`src/design/lcd_pkg.sv`:
```
// Purpose: shared constants for the led channel dimming control pair
// Assumes: 8-bit register map, 16-bit serial frames, 40 MHz clock
// Notes: host register offsets are byte addresses on the axi4-lite slave
package lcd_pkg;
  localparam int unsigned NCH = 3;
  localparam logic [7:0] ADDR_FUNC_CTRL = 8'h00;
  localparam logic [7:0] ADDR_GATE_SUPPLY = 8'h01;
  localparam logic [7:0] ADDR_DIE_TEMP = 8'h26;
  localparam int unsigned BIT_IF_READY = 7;
  localparam int unsigned BIT_ERR_CLR = 6;
  localparam int unsigned BIT_DIM_EN_LO = 1;
  localparam logic [7:0] FUNC_CTRL_RESET = 8'h00;
  localparam logic [7:0] FUNC_CTRL_WMASK = 8'hce; // bits 5:4 and 0 reserved
  localparam logic [7:0] GATE_SUPPLY_MIN = 8'h5d;
  localparam logic [7:0] GATE_SUPPLY_MAX = 8'ha6;
  localparam logic [7:0] GATE_SUPPLY_RESET = 8'h5d;
  localparam logic [7:0] TEMP_RESET = 8'h00;
  // gate toggle half period and bootstrap timing, in cycles
  localparam int unsigned CLK_HZ = 40_000_000;
  localparam int unsigned TOGGLE_HALF_NS = 1000;
  localparam int unsigned TOGGLE_HALF_CYC = (TOGGLE_HALF_NS * (CLK_HZ / 1_000_000)) / 1000;
  localparam int unsigned MEAS_US = 100;
  localparam int unsigned MEAS_CYC = MEAS_US * (CLK_HZ / 1_000_000);
  localparam int unsigned RECHARGE_US = 50;
  localparam int unsigned RECHARGE_CYC = RECHARGE_US * (CLK_HZ / 1_000_000);
  // serial command: bit 15 = write, 14:8 address, 7:0 data
  localparam int unsigned FRAME_BITS = 16;
  localparam int unsigned SCK_DIV = 4;
  // interrupt status bits of the controller
  localparam int unsigned IRQ_DONE = 0;
  localparam int unsigned IRQ_RANGE = 1;
  localparam logic [7:0] REG_CMD = 8'h00;
  localparam logic [7:0] REG_RDATA = 8'h04;
  localparam logic [7:0] REG_STATUS = 8'h08;
  localparam logic [7:0] REG_IRQ_STAT = 8'h0c;
  localparam logic [7:0] REG_IRQ_CLR = 8'h10;
  localparam logic [7:0] REG_IRQ_EN = 8'h14;
  localparam logic [7:0] REG_DIM = 8'h18;
endpackage : lcd_pkg

```
`src/design/lcd_link_if.sv`:
```
// Purpose: serial register link and dimming pins between host and device
// Assumes: host drives the serial clock, both ends share one system clock
// Notes: sck is sampled as a pin by the device
`timescale 1ns/1ps
`default_nettype none
interface lcd_link_if;
  logic sck;
  logic cs_n;
  logic mosi;
  logic miso;
  logic [2:0] dim_input;
  modport device (input sck, input cs_n, input mosi, input dim_input, output miso);
  modport host (output sck, output cs_n, output mosi, output dim_input, input miso);
endinterface : lcd_link_if
`default_nettype wire

```
`src/design/lcd_device.sv`:
```
// Purpose: device end, register bank, dimming gating and bootstrap control
// Assumes: pins are asynchronous, serial mode 0, msb first
// Notes: analog loops are modelled as plain status inputs
//
// Summary of operation
// [RL1] one dimming input drives one channel
// [RL2] input high starts gate toggling at once
// [RL3] input low stops turning gate on
// [RL4] disabled input keeps channel off always
// [RL5] function control enables at bits 3:1
// [RL6] bit 7 reads interface ready once set
// [RL7] host configures only after ready seen
// [RL8] error clear bit clears errors, self-clears
// [RL9] clear request pends until an error
// [RL10] host writes reserved bits as zero
// [RL11] gate supply code, allowed 0x5d..0xa6
// [RL12] host reads gate supply back after write
// [RL13] temperature register reads signed degrees
// [RL14] host uses overtemp flag when out of range
// [RL15] bootstrap recharge when not switching
// [RL16] charge maintain only when idle and healthy
// [RL17] supply fault cleared by clear or off mode
// [RL18] host raises dimming after configuration
// [RL19] dimming inputs synchronised before use
`timescale 1ns/1ps
`default_nettype none
module lcd_device
  import lcd_pkg::*;
(
  // system
  input wire logic clock,
  input wire logic rst_n,
  // link
  lcd_link_if.device link,
  // device side status and control
  input wire logic enable_in,
  input wire logic [7:0] die_temp_in,
  input wire logic gate_supply_err_evt,
  input wire logic overtemp_evt,
  input wire logic [2:0] current_reached_cmp,
  input wire logic [2:0] bootstrap_uv,
  input wire logic [2:0] low_headroom,
  output logic [2:0] gate_drive_out,
  output logic [2:0] bootstrap_recharge,
  output logic [2:0] charge_maintain,
  output logic gate_supply_fault,
  output logic overtemp_flag
);
  // all state in one word: pin stages, serial slave, registers, channels
  typedef struct packed {
    logic [2:0] sck_s, cs_s, mosi_s;
    logic [2:0][2:0] dim_s;
    logic [2:0] dim_q;
    logic [3:0] bitcnt;
    logic [15:0] shift;
    logic miso;
    logic [7:0] func;
    logic [7:0] gsup;
    logic [7:0] temp;
    logic gfault, otemp;
    logic [2:0][15:0] tcnt;
    logic [2:0] gate;
    logic [2:0][15:0] lowcnt;
    logic [2:0][15:0] rcnt;
    logic [2:0] rch, cm;
  } lcd_dev_state_t;
  lcd_dev_state_t s_r, s_nxt;

  // read mux for the serial link
  // unmapped addresses read as zero, with no error back to the host
  function automatic logic [7:0] rd_reg(input lcd_dev_state_t s, input logic [6:0] a);
    case ({1'b0, a})
      ADDR_FUNC_CTRL: rd_reg = s.func;
      ADDR_GATE_SUPPLY: rd_reg = s.gsup;
      ADDR_DIE_TEMP: rd_reg = s.temp; // [RL13]
      default: rd_reg = 8'h00;
    endcase
  endfunction : rd_reg

  // next state: serial slave, register effects, channel logic
  always_comb begin
    logic sck_rise, sck_fall, cs_act, err_any;
    logic [2:0] dim_live;
    sck_rise = 1'b0;
    sck_fall = 1'b0;
    cs_act = 1'b0;
    err_any = 1'b0;
    dim_live = '0;
    s_nxt = s_r;
    // three-stage pin sampling, stage 1 read only by stage 2
    s_nxt.sck_s = {s_r.sck_s[1:0], link.sck};
    s_nxt.cs_s = {s_r.cs_s[1:0], link.cs_n};
    s_nxt.mosi_s = {s_r.mosi_s[1:0], link.mosi};
    for (int i = 0; i < NCH; i++) begin
      s_nxt.dim_s[i] = {s_r.dim_s[i][1:0], link.dim_input[i]}; // [RL19]
      if (s_r.dim_s[i][1] == s_r.dim_s[i][2]) begin
        s_nxt.dim_q[i] = s_r.dim_s[i][2];
      end
    end
    // an edge counts only once stages two and three disagree
    sck_rise = (s_r.sck_s[2:1] == 2'b01);
    sck_fall = (s_r.sck_s[2:1] == 2'b10);
    cs_act = !s_r.cs_s[2] && !s_r.cs_s[1];
    // frame: write flag, seven address bits, eight data bits, msb first;
    // a read answers in the same frame, so the data is loaded after the
    // eighth rising edge and leaves on the following falling edges
    if (!cs_act) begin
      s_nxt.bitcnt = 4'd0;
    end else if (sck_rise) begin
      s_nxt.shift = {s_r.shift[14:0], s_r.mosi_s[2]};
      s_nxt.bitcnt = s_r.bitcnt + 4'd1;
      if (s_r.bitcnt == 4'd7 && !s_r.shift[6]) begin
        // address lsb is still in the pin stage, not yet in the shifter
        s_nxt.shift = {rd_reg(s_r, {s_r.shift[5:0], s_r.mosi_s[2]}), 7'h00, s_r.mosi_s[2]};
      end
      if (s_r.bitcnt == 4'd15 && s_r.shift[14]) begin
        case ({1'b0, s_r.shift[13:7]})
          ADDR_FUNC_CTRL: begin
            // reserved bits dropped; ready bit sticks once set
            s_nxt.func = ({s_r.shift[6:0], s_r.mosi_s[2]} & FUNC_CTRL_WMASK)
                         | (s_r.func & 8'h80); // [RL5] [RL6]
          end
          ADDR_GATE_SUPPLY: s_nxt.gsup = {s_r.shift[6:0], s_r.mosi_s[2]}; // [RL11]
          default: ;
        endcase
      end
    end
    // miso moves on falling edges so the host finds it settled on its rise
    if (cs_act && sck_fall) begin
      s_nxt.miso = (s_r.bitcnt >= 4'd8) ? s_r.shift[15] : 1'b0;
    end
    // errors are sticky; a pending clear wipes them and is consumed
    // an error in the same cycle as a pending clear is swallowed at once
    if (gate_supply_err_evt) s_nxt.gfault = 1'b1;
    if (overtemp_evt) s_nxt.otemp = 1'b1;
    err_any = s_nxt.gfault || s_nxt.otemp;
    if (s_r.func[BIT_ERR_CLR] && err_any) begin
      s_nxt.gfault = 1'b0; // [RL8] [RL9] [RL17]
      s_nxt.otemp = 1'b0;
      s_nxt.func[BIT_ERR_CLR] = 1'b0;
    end
    // off mode also drops the ready bit; the host has to set it again
    if (!enable_in) begin
      s_nxt.gfault = 1'b0; // [RL17]
      s_nxt.func = FUNC_CTRL_RESET;
    end
    s_nxt.temp = die_temp_in;
    // channels: enable, synchronised input, and no fault
    // any fault or a disabled input parks the gate low and rearms the counter
    for (int i = 0; i < NCH; i++) begin
      dim_live[i] = s_r.dim_q[i] && s_r.func[BIT_DIM_EN_LO + i] && enable_in
                    && !s_r.gfault && !s_r.otemp; // [RL1] [RL4]
      // the first edge of a burst switches at once, later ones every TOGGLE_HALF_CYC - 1 cycles
      if (!dim_live[i]) begin
        s_nxt.gate[i] = 1'b0; // [RL3]
        s_nxt.tcnt[i] = '0;
      end else if (s_r.tcnt[i] == 16'(TOGGLE_HALF_CYC - 1) || !s_r.gate[i] && s_r.tcnt[i] == 0) begin
        s_nxt.gate[i] = !s_r.gate[i]; // [RL2]
        s_nxt.tcnt[i] = 16'd1;
      end else begin
        s_nxt.tcnt[i] = s_r.tcnt[i] + 16'd1;
      end
      // low time count saturates at the measurement interval
      // saturating keeps a long low time from wrapping back to a short one
      if (s_r.dim_q[i]) s_nxt.lowcnt[i] = '0;
      else if (s_r.lowcnt[i] < 16'(MEAS_CYC)) s_nxt.lowcnt[i] = s_r.lowcnt[i] + 16'd1;
      // one-cycle recharge pulse each interval while switching does not refresh
      s_nxt.rch[i] = 1'b0;
      if ((s_r.lowcnt[i] >= 16'(MEAS_CYC) && !s_r.dim_q[i])
          || (s_r.dim_q[i] && !current_reached_cmp[i])) begin
        if (s_r.rcnt[i] >= 16'(RECHARGE_CYC - 1)) begin
          s_nxt.rcnt[i] = '0;
          s_nxt.rch[i] = 1'b1; // [RL15]
        end else begin
          s_nxt.rcnt[i] = s_r.rcnt[i] + 16'd1;
        end
      end else begin
        s_nxt.rcnt[i] = '0;
      end
      // registered, so maintaining follows its inputs one cycle late
      s_nxt.cm[i] = enable_in && !s_r.gfault && !s_r.otemp && !s_r.dim_q[i]
                    && !bootstrap_uv[i] && !low_headroom[i]; // [RL16]
    end
  end

  // one register for all state
  // chip select stages reset high to match an idle link, so no false frame start
  always_ff @(posedge clock or negedge rst_n) begin
    if (!rst_n) begin
      s_r <= '0;
      s_r.sck_s <= '0;
      s_r.cs_s <= 3'b111;
      s_r.gsup <= GATE_SUPPLY_RESET;
      s_r.func <= FUNC_CTRL_RESET;
      s_r.temp <= TEMP_RESET;
    end else begin
      s_r <= s_nxt;
    end
  end

  // outputs come straight from the state register
  assign link.miso = s_r.miso;
  assign gate_drive_out = s_r.gate;
  assign bootstrap_recharge = s_r.rch;
  assign charge_maintain = s_r.cm;
  assign gate_supply_fault = s_r.gfault;
  assign overtemp_flag = s_r.otemp;
endmodule : lcd_device
`default_nettype wire

```
`src/flat_wrapper.sv`:
```
// flat-port wrapper written by rule: the top's interface ports become plain ports
module lcd_device_flat import lcd_pkg::*;
  (clock, rst_n, enable_in, die_temp_in, gate_supply_err_evt, overtemp_evt, current_reached_cmp, bootstrap_uv, low_headroom, gate_drive_out, bootstrap_recharge, charge_maintain, gate_supply_fault, overtemp_flag, link_sck, link_cs_n, link_mosi, link_dim_input, link_miso);
  lcd_link_if link_i ();
  input wire logic clock;
  input wire logic rst_n;
  input wire logic enable_in;
  input wire logic [7:0] die_temp_in;
  input wire logic gate_supply_err_evt;
  input wire logic overtemp_evt;
  input wire logic [2:0] current_reached_cmp;
  input wire logic [2:0] bootstrap_uv;
  input wire logic [2:0] low_headroom;
  output logic [2:0] gate_drive_out;
  output logic [2:0] bootstrap_recharge;
  output logic [2:0] charge_maintain;
  output logic gate_supply_fault;
  output logic overtemp_flag;
  input wire logic [$bits(link_i.sck)-1:0] link_sck;
  input wire logic [$bits(link_i.cs_n)-1:0] link_cs_n;
  input wire logic [$bits(link_i.mosi)-1:0] link_mosi;
  input wire logic [$bits(link_i.dim_input)-1:0] link_dim_input;
  output wire logic [$bits(link_i.miso)-1:0] link_miso;
  assign link_i.sck = link_sck;
  assign link_i.cs_n = link_cs_n;
  assign link_i.mosi = link_mosi;
  assign link_i.dim_input = link_dim_input;
  assign link_miso = link_i.miso;
  lcd_device u_core (.clock(clock), .rst_n(rst_n), .link(link_i), .enable_in(enable_in), .die_temp_in(die_temp_in), .gate_supply_err_evt(gate_supply_err_evt), .overtemp_evt(overtemp_evt), .current_reached_cmp(current_reached_cmp), .bootstrap_uv(bootstrap_uv), .low_headroom(low_headroom), .gate_drive_out(gate_drive_out), .bootstrap_recharge(bootstrap_recharge), .charge_maintain(charge_maintain), .gate_supply_fault(gate_supply_fault), .overtemp_flag(overtemp_flag));
endmodule
```
`config.mk`:
```
export PLATFORM = sky130hd
export DESIGN_NAME = lcd_device_flat
export DESIGN_NICKNAME = d
export VERILOG_FILES = /design/src/design/lcd_pkg.sv /design/src/design/lcd_link_if.sv /design/src/design/lcd_device.sv /design/src/flat_wrapper.sv
export SDC_FILE = /design/constraint.sdc
export NUM_CORES = 1
export LEC_CHECK = 0
export ABC_AREA = 1
export BUFFER_PORTS_ARGS = -buffer_cell sky130_fd_sc_hd__buf_2
export CAP_MARGIN = 10
export CORE_ASPECT_RATIO = 0.75
export CORE_MARGIN = 10
export CORE_UTILIZATION = 56
export DETAILED_ROUTE_END_ITERATION = 16
export PLACE_DENSITY = 0.84
export SYNTH_ARGS = -nofsm -noshare
export SYNTH_HDL_FRONTEND = slang
export SYNTH_SLANG_ARGS = --single-unit
export TNS_END_PERCENT = 10
```
`constraint.sdc`:
```
create_clock -name clock -period 1.44 [get_ports clock]
set_input_delay 0.288 -clock clock [delete_from_list [all_inputs] [get_ports clock]]
set_output_delay 0.288 -clock clock [all_outputs]
set_load 0.03 [all_outputs]
```
# Yosys cells after proc, flatten, opt, wreduce, memory -nomap -nowiden
# Cells that the tools add are included.
[op_classes] reduce_logical=76 muxes=46 n_addsub=10 bitwise=1 eq_ne=25 n_lt_le_gt_ge=10
[ops] op="$mux W16" n=22
[ops] op="$add A16 B1 Y16 const B" n=9
[ops] op="$eq A16 B6 Y1 const B" n=3
[ops] op="$ge A16 B11 Y1 const B" n=3
[ops] op="$ge A16 B12 Y1 const B" n=3
[ops] op="$logic_not A16 Y1" n=3
[ops] op="$lt A16 B12 Y1 const B" n=3
[ops] op="$logic_and A1 B1 Y1" n=37
[ops] op="$mux W8" n=3
[ops] op="$pmux W8 S3" n=1
[ops] op="$logic_not A1 Y1" n=20
[ops] op="$mux W20" n=1
[ops] op="$mux W1" n=17
[ops] op="$eq A7 B1 Y1 const B" n=2
[ops] op="$logic_not A7 Y1" n=2
[ops] op="$ne A3 B1 Y1 const B" n=4
[ops] op="$reduce_and A4 Y1" n=3
[ops] op="$ne A2 B1 Y1 const B" n=5
[ops] op="$or A8 B8 Y8" n=1
[ops] op="$eq A7 B6 Y1 const B" n=1
[ops] op="$logic_or A1 B1 Y1" n=7
[ops] op="$ne A2 B2 Y1 const B" n=3
[ops] op="$reduce_bool A2 Y1" n=3
[ops] op="$add A4 B1 Y4 const B" n=1
[ops] op="9 further kinds" n=11
[totals] out_inout_bits=12 in_bits=28 register_bits=221 word_cells=200

# Depth between registers and ports, before layout
# Gate-level depths: netlist of run 1.
[depth] depth_word=7 mapped_depth=10 depth_no_buf=10

# Worst setup path before layout of run 1
# No wires, ideal clock.
[synth_path] path_kind="reg-to-reg" from="reg u_core.s_r[196] (netlist name)" to="reg u_core.s_r[170] (netlist name)" arrival_time_ps=1315 stages_incl_launch_ff=10 slack_ps=7 required_time_ps=1322 period_less_slack_ps=1433 path_buffers=1 setup_ps=118 cell_sequence="dfrtp_1 -> ha_1 -> nand2_1 -> nor2_1 -> inv_1 -> nor2_4 -> nand3_4 -> buf_6 -> nand2_1 -> o21ai_2"
[synth_via] elab_chain_cells=3
[synth_lines] item="start, declared" line="lcd_device.sv:67" text="lcd_dev_state_t s_r, s_nxt;"
[synth_lines] item="start signal, assigned" line="lcd_device.sv:197" text="s_r <= s_nxt;"
[synth_lines] item="$eq A4 B4 Y1" line="lcd_device.sv:116" text="if (s_r.bitcnt == 4'd15 && s_r.shift[14]) begin"
[synth_lines] item="$logic_and A1 B1 Y1" line="lcd_device.sv:116"
[synth_lines] item="$reduce_and A4 Y1 (no line)"
# No other way between the ends.
# A chain may end at the register's enable or synchronous reset.

# Worst setup path after layout of run 1
[layout_path] from="reg u_core.s_r[101] (netlist name)" to="reg u_core.s_r[91] (netlist name)"
[layout_via] elab_chain_cells=2
[layout_lines] item="$lt A16 B12 Y1" line="lcd_device.sv:166" text="else if (s_r.lowcnt[i] < 16'(MEAS_CYC)) s_nxt.lowcnt[i] = s_r.lowcnt[i] + 16'd1;"
[layout_lines] item="$reduce_bool A2 Y1 (no line)"
# No other way between the ends.

==> flow_summary.toml, run 1 <==
[synthesis]
yosysSeqAreaShare_pct = 53.1
synth_top_family_by_area = "simple AND/OR/NAND/NOR gates"
synth-async-reset-ratio_pct = 100
synth_seq_cells = 218
synthCells = 1213
synthAdderAreaFrac_pct = 2.36
synth_mux_area_share_pct = 0
synth-compound-area-share_pct = 5.66
synthXorXnorAreaFrac_pct = 4.00
yosysTopAreaCell = "dfrtp_1"
synthFlopType = "dfrtp_1"
yosysMostFrequentCell = "nand2_1"
yosys-top-cells-count = "nand2_1, dfrtp_1, nor2_1"
syn_avg_cell_area_sq_um = 8.49
synth.top_cell.area_share_pct = 51.0
synth_edf_count = 0
synth_cell_types = 42
syn_area_sq_mm = 0.0103
yosysWarnings = 0
synth-simple-area-share_pct = 27.5
synthTopCellsByArea = "dfrtp_1, nand2_1, nor2_1"

[global_route]
grt.total_usage_pct = 19.3
grt_max_degree = 47
grt-ovfl-total = 0
antenna_found_initial = 0
grt_pass1_vias = 8516
grt_pass1_wl_mm = 39.7

[timing]
setup_slack_ns = -0.212
period_share_pct = 115
final.setup.tns_ns = -0.820
hold_viol = 0
setup_viol = 28
rsz0062_at_grt = "yes"
fin_skew_ns = 0.0193
fmax_ghz = 0.605
layout_min_cycle_time_ns = 1.65
hold_ws_ns = 0.0434
slew_viol_final = 0

[power_and_ir_drop]
pwr-share-clk_pct = 43.1
p_int_mw = 9.95
seq_power_share_pct = 49.3
power_switching_mw = 3.27
power.share.combinational_pct = 7.5
power_density_mw_per_mm2 = 1010
swShare_pct = 24.7
p_leak_nw = 5.96
peakVddDrop_v = 0.00107

[critical_path]
r2r_cells = 8
cp.required_ns = 1.90
r2r-start = "u_core.s_r[101]"
cp-end-kind = "flop"
reg2reg_slack_ns = -0.21
crit_type = "flop to flop"
cp.arrival_ns = 2.11
critPathLaunchType = "flop"
worst-path-max-fanout = 4
r2r-end = "u_core.s_r[91]"

[route]
firstDrtPassIters = 6
drc = 0
via_per_inst = 5.42
vias = 8969
wl_per_cell_um = 15.7
drtAntennaViolNets = 0
wl_mm = 26.0
drt_iter0_markers = 836

[run_status]
status = "finished, violations left"
violations = "negative setup slack"

[die]
initial_utilization_pct = 57.6
boundaryPins = 40
core_area_sq_mm = 0.0179
die_y_um = 137
die_w_um = 177
dieArea_sq_mm = 0.0243
rows = 42

[final_layout]
drive_above_1_share_pct = 25.8
fill_cells = 1158
final_nets = 1441
fin_util_pct = 73.5
stdcell_count = 1654
area_growth_pct = 27.5
multi_input_comb_area_sq_mm = 0.00465
regArea_sq_mm = 0.00547
diodes = 0

[hold_path]
worstHoldEndpoint = "u_core.bootstrap_recharge[1]"
hold_path.class = "input pin to flop"
hold_start = "current_reached_cmp[1]"
whs_path_depth = 4

[clock_network]
clk_pin_slew_ns = 0.07
cts_tree = "yes"
cts.path.max_buffers = 3
cts_num_sinks = 218
root_buffer = "clkbuf_16"
numCtsBuffers = 22
clock_latency_ns = 0.52
htreeDepth = 1

[placed_design]
placed_cells = 1566
hpwl_mm = 15.2
gp_congestion = 0.895
port_buffers = 39

[job]
drv_cap = 0
==> per-layer routing <==
layer  global-route usage [%]  wire, um
met5                        0         0
met4                     4.94       623
met1                     24.4     10500
met3                     2.82      1540
met2                     34.3     13300
==> power by group through the flow <==
stage | clock, mW | sequential [mW] | combinational, mW
CTS | 5.74 | 6.51 | 0.959
floorplan | 0 | 6.60 | 0.467
detailed placement | 0 | 6.62 | 0.897
global placement | 0 | 6.60 | 0.868
global route | 6.00 | 6.54 | 1.11
finish | 5.70 | 6.52 | 0.997
==> registers in the layout (all words and copies together) (netlist names) <==
register,flops
u_core.s_r,194
u_core.s_nxt,12
u_core.gate_drive_out,3
u_core.overtemp_flag,1
u_core.gate_supply_fault,1
u_core.link.miso,1
u_core.charge_maintain,3
u_core.bootstrap_recharge,3
==> placed cells by master, fill, tap and decap left out, types with 21 or more instances in the layout <==
cell,netlist,routed
xor2_1,35,35
nor3_1,40,29
nand3_1,99,89
buf_4,10,91
nor2_2,17,32
a21oi_1,40,35
buf_2,8,34
nor2_1,188,161
nand2_1,239,212
nand4_1,28,28
inv_1,140,127
dfrtp_1,210,209
clkbuf_16,0,22
dlygate4sd3_1,0,21
o21ai_0,41,36
nand2_2,6,23
==> repair_timing <==
action,in CTS,in global routing
hold endpoints to repair,51,0
setup buffers,12,12
cloned,1,2
resized for setup,45,135
setup endpoints to repair,90,134
pin swaps,13,38
hold buffers,21,0
==> worst max-delay path, stage by stage, from the launching register on <==
cell and delay [ns]:
dfrtp_1 0.37, inv_2 0.06, nand2_2 0.07, nor3_4 0.24, nand2_2 0.16, buf_4 0.19, o21ai_0 0.23, nand3_1 0.18
inv_1 0.09
==> cell type report <==
type	count	share of cell area, %
sequential	218	41.7
multi-input combinational	829	35.5
timing repair buffer	168	10.4
clock buffer	30	4.73
inverter	156	4.72
tap	242	2.31
clock inverter	10	0.725
timing repair inverter	1	0.0477
==> per-stage QoR <==
step / setup WS [ns] / area (sq um) / power, mW
finish: -0.212 / 13100 / 13.2
global route: -0.226 / 13100 / 13.7
global placement: -0.0254 / 11400 / 7.47
floorplan: 0.00718 / 10300 / 7.07
CTS: -0.0696 / 12500 / 13.2
detailed placement: -0.124 / 11400 / 7.51
==> cells by family (layout without fill, tap and decap cells) <==
| group | Yosys count | in the layout |
|---|---|---|
| other cells | 1 | 15 |
| flops | 218 | 218 |
| simple gates | 641 | 643 |
| xor+xnor | 47 | 47 |
| fa+ha+maj | 20 | 20 |
| buf+inv | 182 | 365 |
| compound gates | 104 | 104 |
==> worst max-delay path by stage <==
| stage | startpoint | endpoint | slack [ns] |
|---|---|---|---|
| after floorplan | u_core.s_r[196] | u_core.s_r[170] | 0.007 |
| after detailed placement | u_core.overtemp_flag | u_core.s_r[113] | -0.12 |
| after CTS | u_core.overtemp_flag | overtemp_flag | -0.07 |
| after global routing | u_core.s_r[101] | u_core.s_r[91] | -0.23 |
| after global placement | u_core.overtemp_flag | u_core.gate_drive_out[0] | -0.03 |
| final | u_core.s_r[101] | u_core.s_r[91] | -0.21 |
Note: power is estimated with default switching activity, not from simulation.
==> inputs of run 2 (changes only) <==
--- a/config.mk
+++ b/config.mk
@@ -10,9 +10,9 @@
 export CAP_MARGIN = 10
 export CORE_ASPECT_RATIO = 0.75
 export CORE_MARGIN = 10
-export CORE_UTILIZATION = 56
+export CORE_UTILIZATION = 60
 export DETAILED_ROUTE_END_ITERATION = 16
-export PLACE_DENSITY = 0.84
+export PLACE_DENSITY = 0.86
 export SYNTH_ARGS = -nofsm -noshare
 export SYNTH_HDL_FRONTEND = slang
 export SYNTH_SLANG_ARGS = --single-unit
==> constraint.sdc (replaced) <==
create_clock -name clock -period 1.7 [get_ports clock]
set_input_delay 0.34 -clock clock [delete_from_list [all_inputs] [get_ports clock]]
set_output_delay 0.34 -clock clock [all_outputs]
set_load 0.03 [all_outputs]
==> flow_summary.toml, run 2 (synthesis gave the netlist of run 1 again) <==
[clock_network]
htreeDepth = 1
clock_latency_ns = 0.51
cts.path.max_buffers = 3
clk_pin_slew_ns = 0.07
cts_num_sinks = 218
root_buffer = "clkbuf_16"
cts_tree = "yes"
numCtsBuffers = 22

[power_and_ir_drop]
power_switching_mw = 2.62
p_leak_nw = 5.35
p_int_mw = 8.24
swShare_pct = 24.1
seq_power_share_pct = 50.8
peakVddDrop_v = 0.000820
pwr-share-clk_pct = 42.4
power.share.combinational_pct = 6.8
power_density_mw_per_mm2 = 923

[placed_design]
gp_congestion = 0.916
placed_cell_area_sq_mm = 0.0108
port_buffers = 39
dp_slack_ns = 0.108
hpwl_mm = 15.1

[timing]
setup_viol = 0
period_share_pct = 92.3
fmax_ghz = 0.637
fin_skew_ns = 0.0205
slew_viol_final = 0
setup_slack_ns = 0.131
layout_min_cycle_time_ns = 1.57
rsz0062_at_grt = "yes"
hold_viol = 0

[critical_path]
cp.arrival_ns = 1.97
cp-end-kind = "flop"
cp.required_ns = 2.10
crit_type = "flop to flop"
r2r-start = "u_core.s_nxt[220]"
crit_start = "u_core.s_nxt[220]"
worst-path-max-fanout = 16
critPathLaunchType = "flop"

[final_layout]
area_growth_pct = 14.3
diodes = 0
largest_reg_flops = 194
regArea_sq_mm = 0.00547
fill_cells = 1269
final_nets = 1347
postLayoutCellArea_sq_mm = 0.0118
drive_above_1_share_pct = 12.6
multi_input_comb_area_sq_mm = 0.00418
final_common_cell = "nand2_1"
largest_register = "u_core.s_r"
mostFrequentLayoutCells = "nand2_1, dfrtp_1, nor2_1"

[global_route]
grt_max_degree = 52
antenna_found_initial = 0
grt.total_usage_pct = 19.1
grt_pass1_wl_mm = 37.0
grt_pass1_vias = 7859
grt-ovfl-total = 0

[die]
die_w_um = 171
dieArea_sq_mm = 0.0229
core_area_sq_mm = 0.0168
die_y_um = 133
rows = 41
boundaryPins = 40
initial_utilization_pct = 61.2

[route]
via_per_inst = 5.33
vias = 8178
wl_per_cell_um = 14.3
drtAntennaViolNets = 0
wl_mm = 22.0
firstDrtPassIters = 5
drt_iter0_markers = 817
drc = 0

[hold_path]
hold_start = "overtemp_evt"
hold_path.class = "input pin to flop"

[run_status]
status = "completed"

[job]
drv_cap = 0
[run 2: cell types whose count changed in the layout (fill, tap and decap cells not counted), moves of 13 or more]
cell     delta
nor2_2     -13
inv_1      +13
nand2_2    -18
nor2_1     +23
buf_6      -16
buf_4      -78
nand2_1    +26
[run 2: final timing paths]
check / end / slack (ns) / cells after the start
max: u_core.s_r[168] / 0.13 / 9
min: u_core.overtemp_flag / 0.11 / 3
max reg2reg: u_core.s_r[168] / 0.13 / 9
min reg2reg: u_core.s_nxt[205] / 0.35 / 0
max in group asynchronous: u_core.s_r[163] / 0.75 / 3
min in group asynchronous: u_core.s_r[114] / 0.35 / 2
[run 2: layout make-up]
cell class / count / area share [%]
clock buffer: 31 / 5.05
multi-input combinational: 827 / 35.5
sequential: 218 / 46.4
clock inverter: 9 / 0.733
tap: 215 / 2.29
timing repair buffer: 77 / 5.04
inverter: 156 / 4.97
[run 2: critical path: stages (launching register included)]
cell	delay, ns
dfrtp_1	0.36
inv_1	0.08
nor2_2	0.13
nand2_1	0.10
inv_2	0.17
nand2_1	0.14
inv_2	0.10
nand3_4	0.19
nand2_1	0.15
o21ai_2	0.06
[run 2: through the flow]
stage | utilization (%) | cells | power [mW] | setup TNS [ns] | hold WS [ns]
floorplan | - | 1227 | 5.98 | 0 | 0.0444
global placement | 64.3 | 1471 | 6.26 | 0 | 0.279
detailed placement | 64.3 | 1471 | 6.30 | 0 | 0.281
CTS | 69.6 | 1532 | 11.0 | 0 | 0.0817
global route | 70.0 | 1533 | 11.3 | -0.00199 | 0.101
finish | 70.0 | 1533 | 10.9 | 0 | 0.106
[run 2: repair_timing]
action,CTS,global route
buffers inserted,0,1
endpoints found under the hold margin,63,0
resized for setup,0,13
hold buffers,21,0
endpoints found under the setup margin,0,39
[run 2: per-layer routing]
metal	global-route usage (%)	up-vias	part of all wire [%]
met5	0	-	0
met4	5.01	0	2.2
met3	3.04	42	4.9
met2	30.6	217	48
met1	26.5	3909	45
li1	-	4010	-
[run 2: power groups by stage]
stage | Sequential (mW) | Clock [mW] | Combinational, mW
after floorplan | 5.59 | 0 | 0.395
after global placement | 5.60 | 0 | 0.667
after detailed placement | 5.60 | 0 | 0.701
after CTS | 5.51 | 4.70 | 0.742
after global routing | 5.53 | 4.94 | 0.838
final | 5.51 | 4.61 | 0.741
==> inputs of run 3 (changes only) <==
--- a/config.mk
+++ b/config.mk
@@ -7,12 +7,14 @@
 export LEC_CHECK = 0
 export ABC_AREA = 1
 export BUFFER_PORTS_ARGS = -buffer_cell sky130_fd_sc_hd__buf_2
-export CAP_MARGIN = 10
+export CAP_MARGIN = 0
+export CELL_PAD_IN_SITES_DETAIL_PLACEMENT = 1
+export CELL_PAD_IN_SITES_GLOBAL_PLACEMENT = 2
 export CORE_ASPECT_RATIO = 0.75
 export CORE_MARGIN = 10
-export CORE_UTILIZATION = 60
+export CORE_UTILIZATION = 38
 export DETAILED_ROUTE_END_ITERATION = 16
-export PLACE_DENSITY = 0.86
+export PLACE_DENSITY = 0.87
 export SYNTH_ARGS = -nofsm -noshare
 export SYNTH_HDL_FRONTEND = slang
 export SYNTH_SLANG_ARGS = --single-unit
==> flow_summary.toml, run 3 (synthesis gave the netlist of run 1 again) <==
[run_status]
status = "completed"

[route]
firstDrtPassIters = 6
vias = 8109
drtAntennaViolNets = 0
drc = 0
wl_per_cell_um = 15.1
drt_iter0_markers = 446
wl_mm = 25.4
via_per_inst = 4.82

[power_and_ir_drop]
power_density_mw_per_mm2 = 960
seq_power_share_pct = 47.1
p_leak_nw = 5.46
swShare_pct = 23.9
power_switching_mw = 2.80
power.total_mw = 11.7
p_int_mw = 8.92
pwr-share-clk_pct = 46.3
power.share.combinational_pct = 6.6
peakVddDrop_v = 0.000537

[die]
die_w_um = 210
boundaryPins = 40
initial_utilization_pct = 38.4
rows = 52
die_y_um = 163
dieArea_sq_mm = 0.0341
core_area_sq_mm = 0.0268

[final_layout]
drive_above_1_share_pct = 14.6
area_growth_pct = 18.6
final_nets = 1358
postLayoutCellArea_sq_mm = 0.0122
largest_reg_flops = 194
fin_util_pct = 45.6
final_common_cell = "nand2_1"
fill_cells = 3216
mostFrequentLayoutCells = "nand2_1, dfrtp_1, nor2_1"
diodes = 0
largest_register = "u_core.s_r"

[critical_path]
cp_slowest_stage_delay_ns = 0.57
crit_type = "flop to flop"
cp.required_ns = 2.15
critPathLaunchType = "flop"
cp-end-kind = "flop"
worst-path-max-fanout = 5
cp_slowest_cell = "dlygate4sd3_1"
cp_top_family = "buffers and inverters"
path_buf_inv = 3
cp.arrival_ns = 2.08
worstPathCellList = "nor3_2 > buf_4 > inv_2 > nor4_2 > dlygate4sd3_1"

[timing]
slew_viol_final = 0
fmax_ghz = 0.615
rsz0062_at_grt = "yes"
hold_ws_ns = 0.00598
setup_viol = 0
worst_slew_pin_slew_ns = 0.571
layout_min_cycle_time_ns = 1.63
period_share_pct = 95.7
final.setup.tns_ns = 0
slew-limit-headroom_pct = 61.6
fin_skew_ns = 0.00854
hold_viol = 0

[placed_design]
placed_cell_area_sq_mm = 0.0111
port_buffers = 39
gp_congestion = 0.781
hpwl_mm = 18.0

[clock_network]
cts.path.max_buffers = 3
clock_latency_ns = 0.52
root_buffer = "clkbuf_16"
numCtsBuffers = 24
cts_tree = "yes"
clk_pin_slew_ns = 0.06
htreeDepth = 1
cts_num_sinks = 218

[global_route]
grt-ovfl-total = 0
antenna_found_initial = 0
grt_max_degree = 48
grt_pass1_vias = 8626
grt_pass1_wl_mm = 43.3
grt.total_usage_pct = 14.9

[hold_path]
hold_path.class = "input pin to flop"

[job]
drv_cap = 0
==> run 3: changes by cell type in the layout (fill, tap and decap cells not counted), moves of 3 or more <==
cell,before,now
clkbuf_1,8,0
nand2_2,5,12
clkbuf_16,22,25
nand2_1,238,233
clkbuf_8,1,7
buf_4,13,22
==> run 3: layout make-up <==
| cell class | instances | area, sq um | area share [%] |
|---|---|---|---|
| flip-flops and latches | 218 | 5470 | 44.7 |
| multi-input cells | 827 | 4220 | 34.5 |
| clock buffers | 32 | 722 | 5.91 |
| repair buffers | 86 | 671 | 5.49 |
| inverters | 156 | 589 | 4.82 |
| well taps | 351 | 439 | 3.60 |
| clock inverters | 11 | 113 | 0.922 |
==> run 3: power groups by stage <==
| stage | sequential (mW) | combinational (mW) | clock, mW |
|---|---|---|---|
| final | 5.53 | 0.770 | 5.43 |
| after detailed placement | 5.62 | 0.739 | 0 |
| after global placement | 5.61 | 0.712 | 0 |
| after floorplan | 5.59 | 0.395 | 0 |
| after CTS | 5.52 | 0.777 | 5.60 |
| after global routing | 5.55 | 0.889 | 5.84 |
==> run 3: metrics by stage <==
stage          std cells  setup slack, ns
2_1_floorplan       1227            0.267
3_3_place_gp        1617            0.158
3_5_place_dp        1617           0.0299
4_1_cts             1681           0.0225
5_1_grt             1681          -0.0383
6_report            1681           0.0732
==> run 3: worst paths after layout <==
path                                            from                   endpoint  slack, ns  depth (start not counted)
worst min-delay path                 low_headroom[1]  u_core.charge_maintain[1]      0.006                          2
max in group asynchronous                      rst_n            u_core.s_r[163]       0.82                          3
worst max-delay path            u_core.overtemp_flag  u_core.charge_maintain[0]       0.07                          5
worst max register to register  u_core.overtemp_flag  u_core.charge_maintain[0]       0.07                          5
min in group asynchronous                      rst_n            u_core.s_r[220]       0.28                          2
worst min register to register     u_core.s_nxt[219]          u_core.s_nxt[220]       0.35                          0
==> run 3: metal layers <==
layer | vias to the layer above | track usage (%) | share of wire [%] | routed length (um)
li1 | 4044 | - | - | -
met1 | 3974 | 20.5 | 50 | 12600
met2 | 55 | 24.6 | 46 | 11700
met3 | 36 | 2.07 | 2.1 | 539
met4 | 0 | 3.26 | 1.9 | 479
met5 | - | 0 | 0 | 0
==> run 3: repair_timing <==
action	4_1_cts	5_1_grt
hold buffers	21	0
gates resized for setup	0	22
setup endpoints to repair	0	62
buffers inserted	0	1
hold endpoints to repair	92	0
